<file path="config.mk">
export PLATFORM = sky130hd
export DESIGN_NAME = smsq_top
export DESIGN_NICKNAME = d
export VERILOG_FILES = /design/src/core/smsq_prot.v /design/src/core/smsq_irq.v /design/src/core/smsq_top.v
export VERILOG_INCLUDE_DIRS = /design/src /design/src/core
export SDC_FILE = /design/constraint.sdc
export NUM_CORES = 1
export LEC_CHECK = 0
export ABC_CLOCK_PERIOD_IN_PS = 3100
export BUFFER_PORTS_ARGS = -buffer_cell sky130_fd_sc_hd__buf_2
export CAP_MARGIN = 10
export CORE_MARGIN = 2
export CORE_UTILIZATION = 45
export CTS_CLUSTER_SIZE = 14
export DETAILED_ROUTE_END_ITERATION = 10
export GPL_TIMING_DRIVEN = 1
export MAX_ROUTING_LAYER = met4
export PLACE_DENSITY_LB_ADDON = 0.3
export SYNTH_ARGS = -nofsm -noshare
export SYNTH_HDL_FRONTEND = slang
export SYNTH_SLANG_ARGS = --single-unit
export TNS_END_PERCENT = 10
</file>
<file path="constraint.sdc">
create_clock -name clk_i -period 3.1 [get_ports clk_i]
set_clock_uncertainty 0.15 [all_clocks]
set_input_delay 0.155 -clock clk_i [delete_from_list [all_inputs] [get_ports clk_i]]
set_output_delay 0.155 -clock clk_i [all_outputs]
set_load 0.05 [all_outputs]
</file>
<file path="src/core/smsq_map.vh">
/*
 * Register map, field positions, reset values and sensor codes of the
 * sensor monitor sequencer.
 * Assumes it is included by bare name by every core file that needs it.
 */
`ifndef SMSQ_MAP_VH
`define SMSQ_MAP_VH

////////////////////////////////////////////////////////////////////////
// register offsets
`define SMSQ_A_GAIN 9'h1e7
`define SMSQ_A_BSEL 9'h1e8
`define SMSQ_A_SEQ 9'h1e9
`define SMSQ_A_RDBK 9'h1ea
`define SMSQ_A_LOCK 9'h1ee
`define SMSQ_A_ST 9'h1f0
`define SMSQ_A_MSK 9'h1f1
`define SMSQ_A_CTL 9'h1f2

////////////////////////////////////////////////////////////////////////
// reset values
`define SMSQ_RST_GAIN 16'h0012
`define SMSQ_RST_BSEL 16'h0920
`define SMSQ_RST_SEQ 16'h036d
`define SMSQ_RST_RDBK 16'h0000
`define SMSQ_RST_LOCK 16'h0035
`define SMSQ_RST_CTL 16'h0000

////////////////////////////////////////////////////////////////////////
// fields
`define SMSQ_GAIN_HI 7
`define SMSQ_GAIN_LO 0
`define SMSQ_SEQ_GSRC 15
`define SMSQ_SEQ_BYP 14
`define SMSQ_SEQ_ITER_HI 13
`define SMSQ_SEQ_ITER_LO 12
`define SMSQ_SEQ_SLOT3_HI 11
`define SMSQ_SEQ_SLOT3_LO 9
`define SMSQ_SEQ_SLOT2_HI 8
`define SMSQ_SEQ_SLOT2_LO 6
`define SMSQ_SEQ_SLOT1_HI 5
`define SMSQ_SEQ_SLOT1_LO 3
`define SMSQ_SEQ_SLOT0_HI 2
`define SMSQ_SEQ_SLOT0_LO 0
`define SMSQ_BSEL_RSTLVL 15
`define SMSQ_BSEL_SEL_HI 2
`define SMSQ_BSEL_SEL_LO 0
`define SMSQ_LOCK_ECC_EN 8
`define SMSQ_LOCK_ERR_INJ 7
`define SMSQ_CTL_FORCE 0
`define SMSQ_ST_ECC 0
`define SMSQ_ST_FULL 1
`define SMSQ_ST_SAMPLE 2
`define SMSQ_ST_W 3

////////////////////////////////////////////////////////////////////////
// sensor codes and slot indices
`define SMSQ_SNS_ASUP_HIGH 3'h0
`define SMSQ_SNS_ASUP_MID 3'h1
`define SMSQ_SNS_CORE 3'h2
`define SMSQ_SNS_IO 3'h3
`define SMSQ_SNS_TEMP 3'h4
`define SMSQ_SNS_LAST 3'h4
`define SMSQ_SLOT_LAST 2'h3

`endif

</file>
<file path="src/core/smsq_prot.v">
/*
 * Checksum guard over the protected configuration words.
 * Assumes upd_i is high for the one cycle after any write to a guarded
 * word, so the stored code is refreshed from the new values.
 */
`include "smsq_map.vh"

module smsq_prot (
    input wire clk_i,
    input wire reset_n_i,
    input wire upd_i,
    input wire en_i,
    input wire inj_i,
    input wire [15:0] word0_i,
    input wire [15:0] word1_i,
    input wire [15:0] word2_i,
    output reg err_o
);

    function [15:0] fold;
        input [15:0] a;
        input [15:0] b;
        input [15:0] c;
        begin
            // rotations keep a swap of equal bits between words visible
            fold = a ^ {b[14:0], b[15]} ^ {c[13:0], c[15:14]};
        end
    endfunction

    // code of the reset contents, so the guard starts quiet
    localparam [15:0] RST_CODE = fold(`SMSQ_RST_GAIN, `SMSQ_RST_BSEL, `SMSQ_RST_SEQ);

    reg [15:0] code_q;
    wire [15:0] sum;
    wire [15:0] ref_code;

    assign sum = fold(word0_i, word1_i, word2_i);
    assign ref_code = code_q ^ {15'h0000, inj_i};

    always @(posedge clk_i or negedge reset_n_i) begin
        if (!reset_n_i) begin
            code_q <= RST_CODE;
            err_o <= 1'b0;
        end else begin
            if (upd_i)
                code_q <= sum;
            // mismatch masked while the code catches up with a write
            err_o <= en_i & ~upd_i & (ref_code != sum);
        end
    end

endmodule

</file>
<file path="src/core/smsq_irq.v">
/*
 * Sticky event status with write-one-to-clear, mask and level interrupt.
 * Assumes events are single-cycle pulses on the same clock.
 */
module smsq_irq #(
    parameter N = 3
) (
    input wire clk_i,
    input wire reset_n_i,
    input wire [N-1:0] ev_i,
    input wire wr_st_i,
    input wire wr_msk_i,
    input wire [N-1:0] wdata_i,
    output reg [N-1:0] st_o,
    output reg [N-1:0] msk_o,
    output reg irq_o
);

    reg [N-1:0] st_d;

    always @* begin
        st_d = st_o;
        if (wr_st_i)
            st_d = st_d & ~wdata_i;
        // an event in the clearing cycle survives
        st_d = st_d | ev_i;
    end

    always @(posedge clk_i or negedge reset_n_i) begin
        if (!reset_n_i) begin
            st_o <= {N{1'b0}};
            msk_o <= {N{1'b0}};
            irq_o <= 1'b0;
        end else begin
            st_o <= st_d;
            if (wr_msk_i)
                msk_o <= wdata_i;
            irq_o <= |(st_d & (wr_msk_i ? wdata_i : msk_o));
        end
    end

endmodule

</file>
<file path="src/core/smsq_top.v">
/*
 * Sensor monitor sequencer: register bank, slot sequencer, bypass path,
 * gain source choice, readback capture, checksum guard and interrupt.
 * Assumes the sensor front end, fuse block and link status run on clk_i;
 * the front end answers each convert pulse with one sensor_done_i pulse.
 */
// The plain strobed port was decided locally.
// Overview of operation
// gain source bit 0 takes gain from fuses, 1 from the gain register field.
// bypass bit 0 lets the sequencer drive sensors, 1 hands selection to software fields.
// slots are cycled the iteration count of times, then all sensors are checked.
// slot 3 sensor is field bits 11 to 9, reset 1.
// slot 2 sensor is field bits 8 to 6, reset 5.
// slot 1 sensor is field bits 5 to 3, reset 5.
// slot 0 sensor is field bits 2 to 0, reset 5.
// sensor readback sits in a 16-bit read-only register that resets to zero.
// software reads one sensor by setting bypass and the bypass select first.
// the ECC enable bit turns on checksum protection of the configuration bank.
// with protection on, the injection bit forces an error in the bank.
// codes 0 to 4 are the five sensors and codes 5 to 7 are reserved.
// monitors start after link up unless force start enables them earlier.
// in bypass a control bit sets the sensor reset level, 0 held and 1 released.
// slots are visited in ascending order, one conversion each.
// a detected checksum error raises a status flag software can see.
`include "smsq_map.vh"

module smsq_top (
    input wire clk_i,
    input wire reset_n_i,
    input wire [8:0] addr_i,
    input wire [15:0] wdata_i,
    input wire wr_i,
    input wire rd_i,
    output reg [15:0] rdata_o,
    input wire link_up_i,
    input wire [7:0] fuse_gain_i,
    input wire sensor_done_i,
    input wire [15:0] sensor_data_i,
    output reg [2:0] sensor_sel_o,
    output reg sensor_convert_o,
    output reg sensor_reset_n_o,
    output reg [7:0] sensor_gain_o,
    output wire irq_o
);

    // one-hot sequencer states
    localparam S_IDLE = 5'h01;
    localparam S_SLOT = 5'h02;
    localparam S_ALL = 5'h04;
    localparam S_BYP = 5'h08;
    localparam S_WAIT = 5'h10;

    ////////////////////////////////////////////////////////////////////
    // register bank

    reg [15:0] gain_q;
    reg [15:0] bsel_q;
    reg [15:0] seq_q;
    reg [15:0] lock_q;
    reg [15:0] ctl_q;
    reg [15:0] rdbk_q;
    reg upd_q;

    wire wr_gain;
    wire wr_bsel;
    wire wr_seq;
    wire wr_lock;
    wire wr_ctl;
    wire wr_st;
    wire wr_msk;
    wire ecc_err;
    wire [`SMSQ_ST_W-1:0] st;
    wire [`SMSQ_ST_W-1:0] msk;
    wire [`SMSQ_ST_W-1:0] ev;

    assign wr_gain = wr_i & (addr_i == `SMSQ_A_GAIN);
    assign wr_bsel = wr_i & (addr_i == `SMSQ_A_BSEL);
    assign wr_seq = wr_i & (addr_i == `SMSQ_A_SEQ);
    // readback offset has no write decode, so a stray write cannot hide a result
    assign wr_lock = wr_i & (addr_i == `SMSQ_A_LOCK);
    assign wr_ctl = wr_i & (addr_i == `SMSQ_A_CTL);
    assign wr_st = wr_i & (addr_i == `SMSQ_A_ST);
    assign wr_msk = wr_i & (addr_i == `SMSQ_A_MSK);

    always @(posedge clk_i or negedge reset_n_i) begin
        if (!reset_n_i) begin
            gain_q <= `SMSQ_RST_GAIN;
            bsel_q <= `SMSQ_RST_BSEL;
            seq_q <= `SMSQ_RST_SEQ;
            lock_q <= `SMSQ_RST_LOCK;
            ctl_q <= `SMSQ_RST_CTL;
            upd_q <= 1'b0;
        end else begin
            if (wr_gain)
                gain_q <= wdata_i;
            if (wr_bsel)
                bsel_q <= wdata_i;
            if (wr_seq)
                seq_q <= wdata_i;
            if (wr_lock)
                lock_q <= wdata_i;
            if (wr_ctl)
                ctl_q <= wdata_i;
            upd_q <= wr_gain | wr_bsel | wr_seq;
        end
    end

    // read data valid only in the cycle after the strobe
    always @(posedge clk_i or negedge reset_n_i) begin
        if (!reset_n_i) begin
            rdata_o <= 16'h0000;
        end else if (rd_i) begin
            // unmapped offsets read as zero
            case (addr_i)
                `SMSQ_A_GAIN: rdata_o <= gain_q;
                `SMSQ_A_BSEL: rdata_o <= bsel_q;
                `SMSQ_A_SEQ: rdata_o <= seq_q;
                `SMSQ_A_RDBK: rdata_o <= rdbk_q;
                `SMSQ_A_LOCK: rdata_o <= lock_q;
                `SMSQ_A_ST: rdata_o <= {13'h0000, st};
                `SMSQ_A_MSK: rdata_o <= {13'h0000, msk};
                `SMSQ_A_CTL: rdata_o <= ctl_q;
                default: rdata_o <= 16'h0000;
            endcase
        end else begin
            rdata_o <= 16'h0000;
        end
    end

    ////////////////////////////////////////////////////////////////////
    // mode decode

    wire byp;
    wire mon_en;
    wire run;
    wire bgo;
    wire [1:0] iter_n;
    wire [2:0] bsel;

    assign byp = seq_q[`SMSQ_SEQ_BYP];
    assign mon_en = link_up_i | ctl_q[`SMSQ_CTL_FORCE];
    assign run = mon_en & ~byp;
    // bypass converts only once software releases the sensor
    assign bgo = byp & bsel_q[`SMSQ_BSEL_RSTLVL];
    assign iter_n = seq_q[`SMSQ_SEQ_ITER_HI:`SMSQ_SEQ_ITER_LO];
    assign bsel = bsel_q[`SMSQ_BSEL_SEL_HI:`SMSQ_BSEL_SEL_LO];

    function [2:0] slot_code;
        input [15:0] seq;
        input [1:0] idx;
        begin
            case (idx)
                2'h0: slot_code = seq[`SMSQ_SEQ_SLOT0_HI:`SMSQ_SEQ_SLOT0_LO];
                2'h1: slot_code = seq[`SMSQ_SEQ_SLOT1_HI:`SMSQ_SEQ_SLOT1_LO];
                2'h2: slot_code = seq[`SMSQ_SEQ_SLOT2_HI:`SMSQ_SEQ_SLOT2_LO];
                default: slot_code = seq[`SMSQ_SEQ_SLOT3_HI:`SMSQ_SEQ_SLOT3_LO];
            endcase
        end
    endfunction

    // codes above the last sensor are reserved
    function sns_valid;
        input [2:0] code;
        begin
            sns_valid = (code <= `SMSQ_SNS_LAST);
        end
    endfunction

    ////////////////////////////////////////////////////////////////////
    // sequencer

    reg [4:0] st_q;
    reg [4:0] st_d;
    reg [4:0] ret_q;
    reg [4:0] ret_d;
    reg [1:0] slot_q;
    reg [1:0] slot_d;
    reg [1:0] iter_q;
    reg [1:0] iter_d;
    reg [2:0] all_q;
    reg [2:0] all_d;
    reg [2:0] sel_d;
    reg conv_d;
    reg full_ev;
    reg adv;
    reg [2:0] code;
    reg byp_path;

    always @* begin
        st_d = st_q;
        ret_d = ret_q;
        slot_d = slot_q;
        iter_d = iter_q;
        all_d = all_q;
        sel_d = sensor_sel_o;
        conv_d = 1'b0;
        full_ev = 1'b0;
        adv = 1'b0;
        code = slot_code(seq_q, slot_q);
        byp_path = (st_q == S_BYP) | ((st_q == S_WAIT) & (ret_q == S_BYP));
        case (st_q)
            S_IDLE: begin
                slot_d = 2'h0;
                iter_d = 2'h0;
                all_d = `SMSQ_SNS_ASUP_HIGH;
                if (bgo)
                    st_d = S_BYP;
                else if (run)
                    st_d = (iter_n == 2'h0) ? S_ALL : S_SLOT;
            end
            S_SLOT: begin
                // reserved codes leave the slot empty
                if (sns_valid(code)) begin
                    sel_d = code;
                    conv_d = 1'b1;
                    ret_d = S_SLOT;
                    st_d = S_WAIT;
                end else begin
                    adv = 1'b1;
                end
            end
            S_ALL: begin
                sel_d = all_q;
                conv_d = 1'b1;
                ret_d = S_ALL;
                st_d = S_WAIT;
            end
            S_BYP: begin
                sel_d = bsel;
                if (sns_valid(bsel)) begin
                    conv_d = 1'b1;
                    ret_d = S_BYP;
                    st_d = S_WAIT;
                end
            end
            S_WAIT: begin
                if (sensor_done_i) begin
                    if (ret_q == S_SLOT) begin
                        st_d = S_SLOT;
                        adv = 1'b1;
                    end else if (ret_q == S_ALL) begin
                        if (all_q == `SMSQ_SNS_LAST) begin
                            st_d = S_IDLE;
                            full_ev = 1'b1;
                        end else begin
                            all_d = all_q + 3'h1;
                            st_d = S_ALL;
                        end
                    end else begin
                        st_d = S_BYP;
                    end
                end
            end
            default: begin
                st_d = S_IDLE;
            end
        endcase
        if (adv) begin
            if (slot_q == `SMSQ_SLOT_LAST) begin
                slot_d = 2'h0;
                if ({1'b0, iter_q} + 3'h1 == {1'b0, iter_n}) begin
                    iter_d = 2'h0;
                    st_d = S_ALL;
                end else begin
                    iter_d = iter_q + 2'h1;
                end
            end else begin
                slot_d = slot_q + 2'h1;
            end
        end
        // a mode change abandons the pass in progress
        if (st_q != S_IDLE && (byp_path ? ~bgo : ~run)) begin
            st_d = S_IDLE;
            conv_d = 1'b0;
        end
    end

    // sel holds between conversions, except that bypass drives a reserved select code onto it without converting
    always @(posedge clk_i or negedge reset_n_i) begin
        if (!reset_n_i) begin
            st_q <= S_IDLE;
            ret_q <= S_IDLE;
            slot_q <= 2'h0;
            iter_q <= 2'h0;
            all_q <= `SMSQ_SNS_ASUP_HIGH;
            sensor_sel_o <= `SMSQ_SNS_ASUP_HIGH;
            sensor_convert_o <= 1'b0;
        end else begin
            st_q <= st_d;
            ret_q <= ret_d;
            slot_q <= slot_d;
            iter_q <= iter_d;
            all_q <= all_d;
            sensor_sel_o <= sel_d;
            sensor_convert_o <= conv_d;
        end
    end

    ////////////////////////////////////////////////////////////////////
    // sensor reset, gain and readback

    // registered so every pin leaves a flop, at the cost of one cycle of lag
    always @(posedge clk_i or negedge reset_n_i) begin
        if (!reset_n_i) begin
            sensor_reset_n_o <= 1'b0;
            sensor_gain_o <= 8'h00;
            rdbk_q <= `SMSQ_RST_RDBK;
        end else begin
            sensor_reset_n_o <= byp ? bsel_q[`SMSQ_BSEL_RSTLVL] : mon_en;
            sensor_gain_o <= seq_q[`SMSQ_SEQ_GSRC] ?
                gain_q[`SMSQ_GAIN_HI:`SMSQ_GAIN_LO] : fuse_gain_i;
            if (sensor_done_i)
                rdbk_q <= sensor_data_i;
        end
    end

    ////////////////////////////////////////////////////////////////////
    // protection and interrupt

    smsq_prot u_prot (
        .clk_i(clk_i),
        .reset_n_i(reset_n_i),
        .upd_i(upd_q),
        .en_i(lock_q[`SMSQ_LOCK_ECC_EN]),
        .inj_i(lock_q[`SMSQ_LOCK_ERR_INJ]),
        .word0_i(gain_q),
        .word1_i(bsel_q),
        .word2_i(seq_q),
        .err_o(ecc_err)
    );

    // status bits: checksum error, full check done, sample taken
    assign ev = {sensor_done_i, full_ev, ecc_err};

    smsq_irq #(
        .N(`SMSQ_ST_W)
    ) u_irq (
        .clk_i(clk_i),
        .reset_n_i(reset_n_i),
        .ev_i(ev),
        .wr_st_i(wr_st),
        .wr_msk_i(wr_msk),
        .wdata_i(wdata_i[`SMSQ_ST_W-1:0]),
        .st_o(st),
        .msk_o(msk),
        .irq_o(irq_o)
    );

endmodule

</file>
* Word-level counts from Yosys, hierarchy flattened
Cells that the tools add are included.
Storage, ports and cells: output and inout port bits 30, logic and storage cells 146, input port bits 55, register bits 167
Operators by class: add/subtract/negate cells 4, reductions and logical operators 10, mux-type cells 52, eq/ne operators 29, bitwise operators 27, magnitude comparators 2
Operator list (number):
- case mux 16 bit (8 select lines) | 1
- equality test 9 bit (second input constant) | 8
- 2-to-1 mux 5 bit | 13
- XOR 16 bit | 2
- 2-to-1 mux 3 bit | 9
- case mux 5 bit (5 select lines) | 1
- case mux 3 bit (3 select lines) | 2
- 2-to-1 mux 16 bit | 1
- != test 16 bit | 1
- XOR 16 x 1 -> 16 bit | 1
- case mux 5 bit (3 select lines) | 1
- 2-to-1 mux 2 bit | 7
- 2-to-1 mux 1 bit | 13
- AND 1 bit | 12
- equality test 5 x 2 -> 1 bit (second input constant) | 2
- equality test 5 x 3 -> 1 bit (second input constant) | 2
- equality test 5 x 4 -> 1 bit (second input constant) | 2
- 2-to-1 mux 8 bit | 1
- != test 2 bit (second input constant) | 4
- AND 3 bit | 2
- less-or-equal comparator 3 bit (second input constant) | 2
- case mux 3 bit (2 select lines) | 1
- equality test 5 x 1 -> 1 bit (second input constant) | 1
- equality test 5 bit (second input constant) | 1
- 23 further kinds | 34

* Logic depth before layout (Yosys ltp)
word-level depth 10, mapped depth 9, gate-level depth less buffers 8

* Cells and area by module
Synthesis repeated with hierarchy kept, for this count alone.
Second synthesis, totals: cell total of the unflattened synthesis 631, area total of the unflattened synthesis 8230.4 µm²
Modules (own cells, without submodules):
- smsq_top | cells an instance 515, seq. area each 3575.9 µm², area each 6767.7 µm², instances 1
- smsq_prot | cells an instance 98, seq. area each 437.9 µm², area each 1192.4 µm², instances 1
- smsq_irq | cells an instance 18, seq. area each 175.2 µm², area each 270.3 µm², instances 1

* Worst setup path before layout
Ideal clock, no wire load.
path type flip-flop to flip-flop, start point register slot_q[0] (netlist: slot_code.idx[0]), end point register sensor_sel_o[0], data required time 2.825 ns, slack 0.954 ns, arrival 1.871 ns, library setup time 0.125 ns, period minus slack after synthesis 2.146 ns, path buffers 1, stages on the path, launching flop included 9, cell sequence dfrtp_1 ha_1 buf_2 inv_1 mux2_2 a21oi_1 nand2_1 o21ai_2 mux2_2
Between the ends: cells in the longest elaborated chain, start to end 5, elaborated cells on any way between the ends 9, classes of those cells order compare (1); eq/ne (3); mux (3); reduce/logical (2)
RTL lines:
- from (decl) | RTL line smsq_top.v:176 | reg [1:0] slot_q;
- from (signal assigned) | RTL line smsq_top.v:291 | slot_q <= slot_d;
- equality test 2 bit, or another cell as far along | RTL line smsq_top.v:152 | case (idx)
- case mux 3 bit (3 select lines) * | RTL line smsq_top.v:152
- less-or-equal comparator 3 bit (no source line)
- != test 2 bit (no source line)
- AND reduction 2 bit (no source line)
- to (signal assigned) | RTL line smsq_top.v:286 | sensor_sel_o <= `SMSQ_SNS_ASUP_HIGH;
- to (signal assigned) | RTL line smsq_top.v:294 | sensor_sel_o <= sel_d;
- to (decl) | RTL line smsq_top.v:39 | output reg [2:0] sensor_sel_o,
Mark *: on every way between the ends. The rest lies on a longest branch, timed or not. The select of a mux whose other input is x is not followed. A chain may end at the register's enable or synchronous reset.

* Worst setup path after layout
start point register slot_q[0] (netlist: slot_code.idx[0]), end point register iter_q[1]
Between the ends: cells in the longest elaborated chain, start to end 6, elaborated cells on any way between the ends 10, classes of those cells order compare (1); eq/ne (3); mux (5); reduce/logical (1)
RTL lines:
- equality test 2 bit, or another cell as far along | RTL line smsq_top.v:152
- case mux 3 bit (3 select lines) | RTL line smsq_top.v:152
- less-or-equal comparator 3 bit (no source line)
- 2-to-1 mux 1 bit | RTL line smsq_top.v:213 | if (sns_valid(code)) begin
- case mux 1 bit (2 select lines) | RTL line smsq_top.v:201 | case (st_q)
- 2-to-1 mux 2 bit * | RTL line smsq_top.v:258 | if (adv) begin
- via iter_d[1] | RTL line smsq_top.v:179 | reg [1:0] iter_d;
- to (signal assigned) | RTL line smsq_top.v:292 | iter_q <= iter_d;
- to (decl) | RTL line smsq_top.v:178 | reg [1:0] iter_q;
The timed path passes the listed nets; every way through them passes the cells marked *.

==> results.md <==
- Status: completed
- Synth area leaders: dfrtp_1, mux2_2, dfstp_2
- RSZ-0062 raised after global routing: no
- Cts bufs inserted: 17
- #FFs+latches synth: 166
- WP data arrival: 2.76 ns
- Part of the power in registers: 47.2%
- Die footprint: 0.0187 sq mm
- CTS sink cnt: 166
- Register area share after synthesis: 52.7%
- Power per cell area: 531 mW/mm^2
- Wire length per cell: 20.3 microns
- Syn_nets: 695
- Post-Route WL: 20.2 mm
- Post-DRT Antenna Nets: 0
- Antenna violations before repair: 0
- Worst skew pair latency: 0.43 ns
- CTS clk-pin slew, worst paths: 0.07 ns
- Mapped Cells: 633
- Post-synth top cells: dfrtp_1, mux2_2, xnor2_1
- Synth unique cells: 63
- DP Cell Count: 921
- Share of cells above drive strength 1: 36.6%
- Boundary Pins: 85
- CTS tree: done
- Most common cell in the netlist: dfrtp_1
- Critical path capture point type: flop
- Die Wd: 137 microns
- Rel. slew slack: 42.2%
- Fin. max-slew vios: 0
- Max-cap violations: 0
- ANT cells: 0
- Die span in y: 137 microns
- Finished Core Util: 55.2%
- Synth-to-Final Area Change: 20.2%
- Clock group share of total power: 39.0%
- Syn Std Cell Area: 0.00795 sq mm
- Number of port buffers: 84
- Post-synth EDFFs: 0
- Max Fclk: 390 MHz
- Min Tclk post-route: 2.56 ns
- Postcts setup bufs: 0
- Part of the cycle the worst path needs: 82.7%
- Std cell rows: 48
- Switch Pwr: 0.00137 W
- Worst Setup Start Kind: flop
- Worst-Margin Slew: 0.867 ns
- DR vias: 5666
- Root Buffer: clkbuf_16
- Setup CP Type: flop to flop
- Max VDD drop: 0.425 mV
- First-pass GRT wire length: 31.7 mm
- Placed inst area: 0.00857 sq mm
- Ys Warns: 0
- Synth area leader: dfrtp_1
- Share of the synthesized area in the top cell type: 43.4%
- Total global-route track usage: 23.2%
- DRC: 0
- Lkg Pwr: 4.32 nW
- Internal Power: 0.00370 W
- Detailed placement HPWL: 13.7 mm
- Remaining Overflow, GRT: 0
- Final TNS setup: 0 ns
- WHS: 0.0606 ns
- Crit-path max FO: 9
- Combinational power share: 13.8%
- Setup violations, final: 0
- Sw Ratio: 27.0%
- H-tree depth reported by CTS: 4
- Largest net degree at the start of global routing: 78
- Clk buf depth: 2
- Number of vias per cell: 5.69
- Starting density of the core: 46.0%
- Top_reg_cell synth: dfrtp_1
- Worst min path class: input port to flop
- Nets: 820
- Non-Filler Instances: 996
- Syn_area_per_cell: 12.6 sq um
- Finished Cell Area: 0.00955 sq mm
- GP Congestion: 0.886
- DRT Pass-1 Iters: 7
- Final Hold Fails: 0
- DRT iter0 DRCs: 464
- Worst Path Required: 3.30 ns
- Core Area: 0.0173 sq mm
- Ys async rst share: 100%
- Number of global-route vias before repair: 5665
worst max-delay path, cell delays in order (launching register included):
cell	delay, ns
dfrtp_1	0.43
inv_1	0.10
ha_1	0.26
a222oi_1	0.40
mux2_2	0.27
a21oi_1	0.08
a21oi_2	0.39
nand2b_1	0.21
mux2i_1	0.19
logic make-up after synthesis:
group	share of synthesized area [%]
multiplexers	18.8
buffers and inverters	3.16
AND/OR/NAND/NOR	8.10
AO/OA/AOI/OAI	10.2
flip-flops	52.7
adder cells (fa/ha/maj)	1.10
XOR/XNOR	5.95
metrics by stage:
| stage | total power, W | setup slack [ns] |
|---|---|---|
| floorplan | 0.00284 | 0.954 |
| global placement | 0.00306 | 0.684 |
| detailed placement | 0.00309 | 0.570 |
| CTS | 0.00511 | 0.545 |
| global route | 0.00529 | 0.394 |
| finish | 0.00508 | 0.537 |
what timing repair did:
item | 4_1_cts | 5_1_grt
endpoints found under the hold margin | 178 | 0
gates resized for setup | 0 | 0
hold buffers | 43 | 0
power groups by stage:
stage	Clock [W]	Sequential (W)	Combinational (W)
2_1_floorplan	0	0.00245	0.000389
3_3_place_gp	0	0.00243	0.000632
3_5_place_dp	0	0.00243	0.000658
4_1_cts	0.00201	0.00239	0.000702
5_1_grt	0.00211	0.00241	0.000771
6_report	0.00198	0.00240	0.000702
layout make-up:
type	instances	area (sq um)
clock buffer	20	447
multi-input combinational	418	3510
inverter	16	60.1
clock inverter	12	106
fill	1456	7740
timing repair buffer	139	960
tap	225	282
sequential	166	4190
state kept, by name, summed over array words and instances, names as in the netlist, 2 cells and up:
name and flops:
rdata_o 16, lock_q 16, u_prot.code_q 16, ret_q 4, st_q 5, iter_q 2
u_irq.msk_o 3, bsel_q 16, slot_code.idx 2, all_q 3, u_irq.st_o 3, sensor_sel_o 3
gain_q 16, sensor_gain_o 8, ctl_q 16, rdbk_q 16, seq_q 16
path summary, 6_finish.rpt:
| check | endpoint | start | slack, ns | cells after the start |
|---|---|---|---|---|
| setup / recovery | iter_q[1] | slot_code.idx[0] | 0.54 | 8 |
| hold reg to reg | lock_q[13] | lock_q[13] | 0.34 | 1 |
| hold / removal | rdata_o[0] | addr_i[5] | 0.06 | 5 |
| setup reg to reg | iter_q[1] | slot_code.idx[0] | 0.54 | 8 |
| min in group asynchronous | rdata_o[3] | reset_n_i | 0.18 | 2 |
| max in group asynchronous | bsel_q[8] | reset_n_i | 1.77 | 3 |
metal layers:
metal | track usage [%] | share of wire (%)
met1 | 31.8 | 45
met2 | 35.1 | 46
met5 | - | 0
met3 | 3.89 | 6.3
met4 | 7.96 | 2.0
placed cells by master, fill, tap and decap left out, types with 12 or more instances in the layout:
| cell | count |
|---|---|
| xnor2_1 | 49 |
| nor2_1 | 20 |
| nand2_1 | 23 |
| mux2_1 | 12 |
| a222oi_1 | 16 |
| dfstp_2 | 28 |
| dfrtp_1 | 138 |
| inv_1 | 15 |
| dlygate4sd3_1 | 43 |
| buf_2 | 83 |
| o21ai_0 | 14 |
| mux2_2 | 112 |
| a22oi_1 | 17 |
| a21oi_1 | 29 |
| clkbuf_16 | 17 |
(Power assumes the default switching activity.)
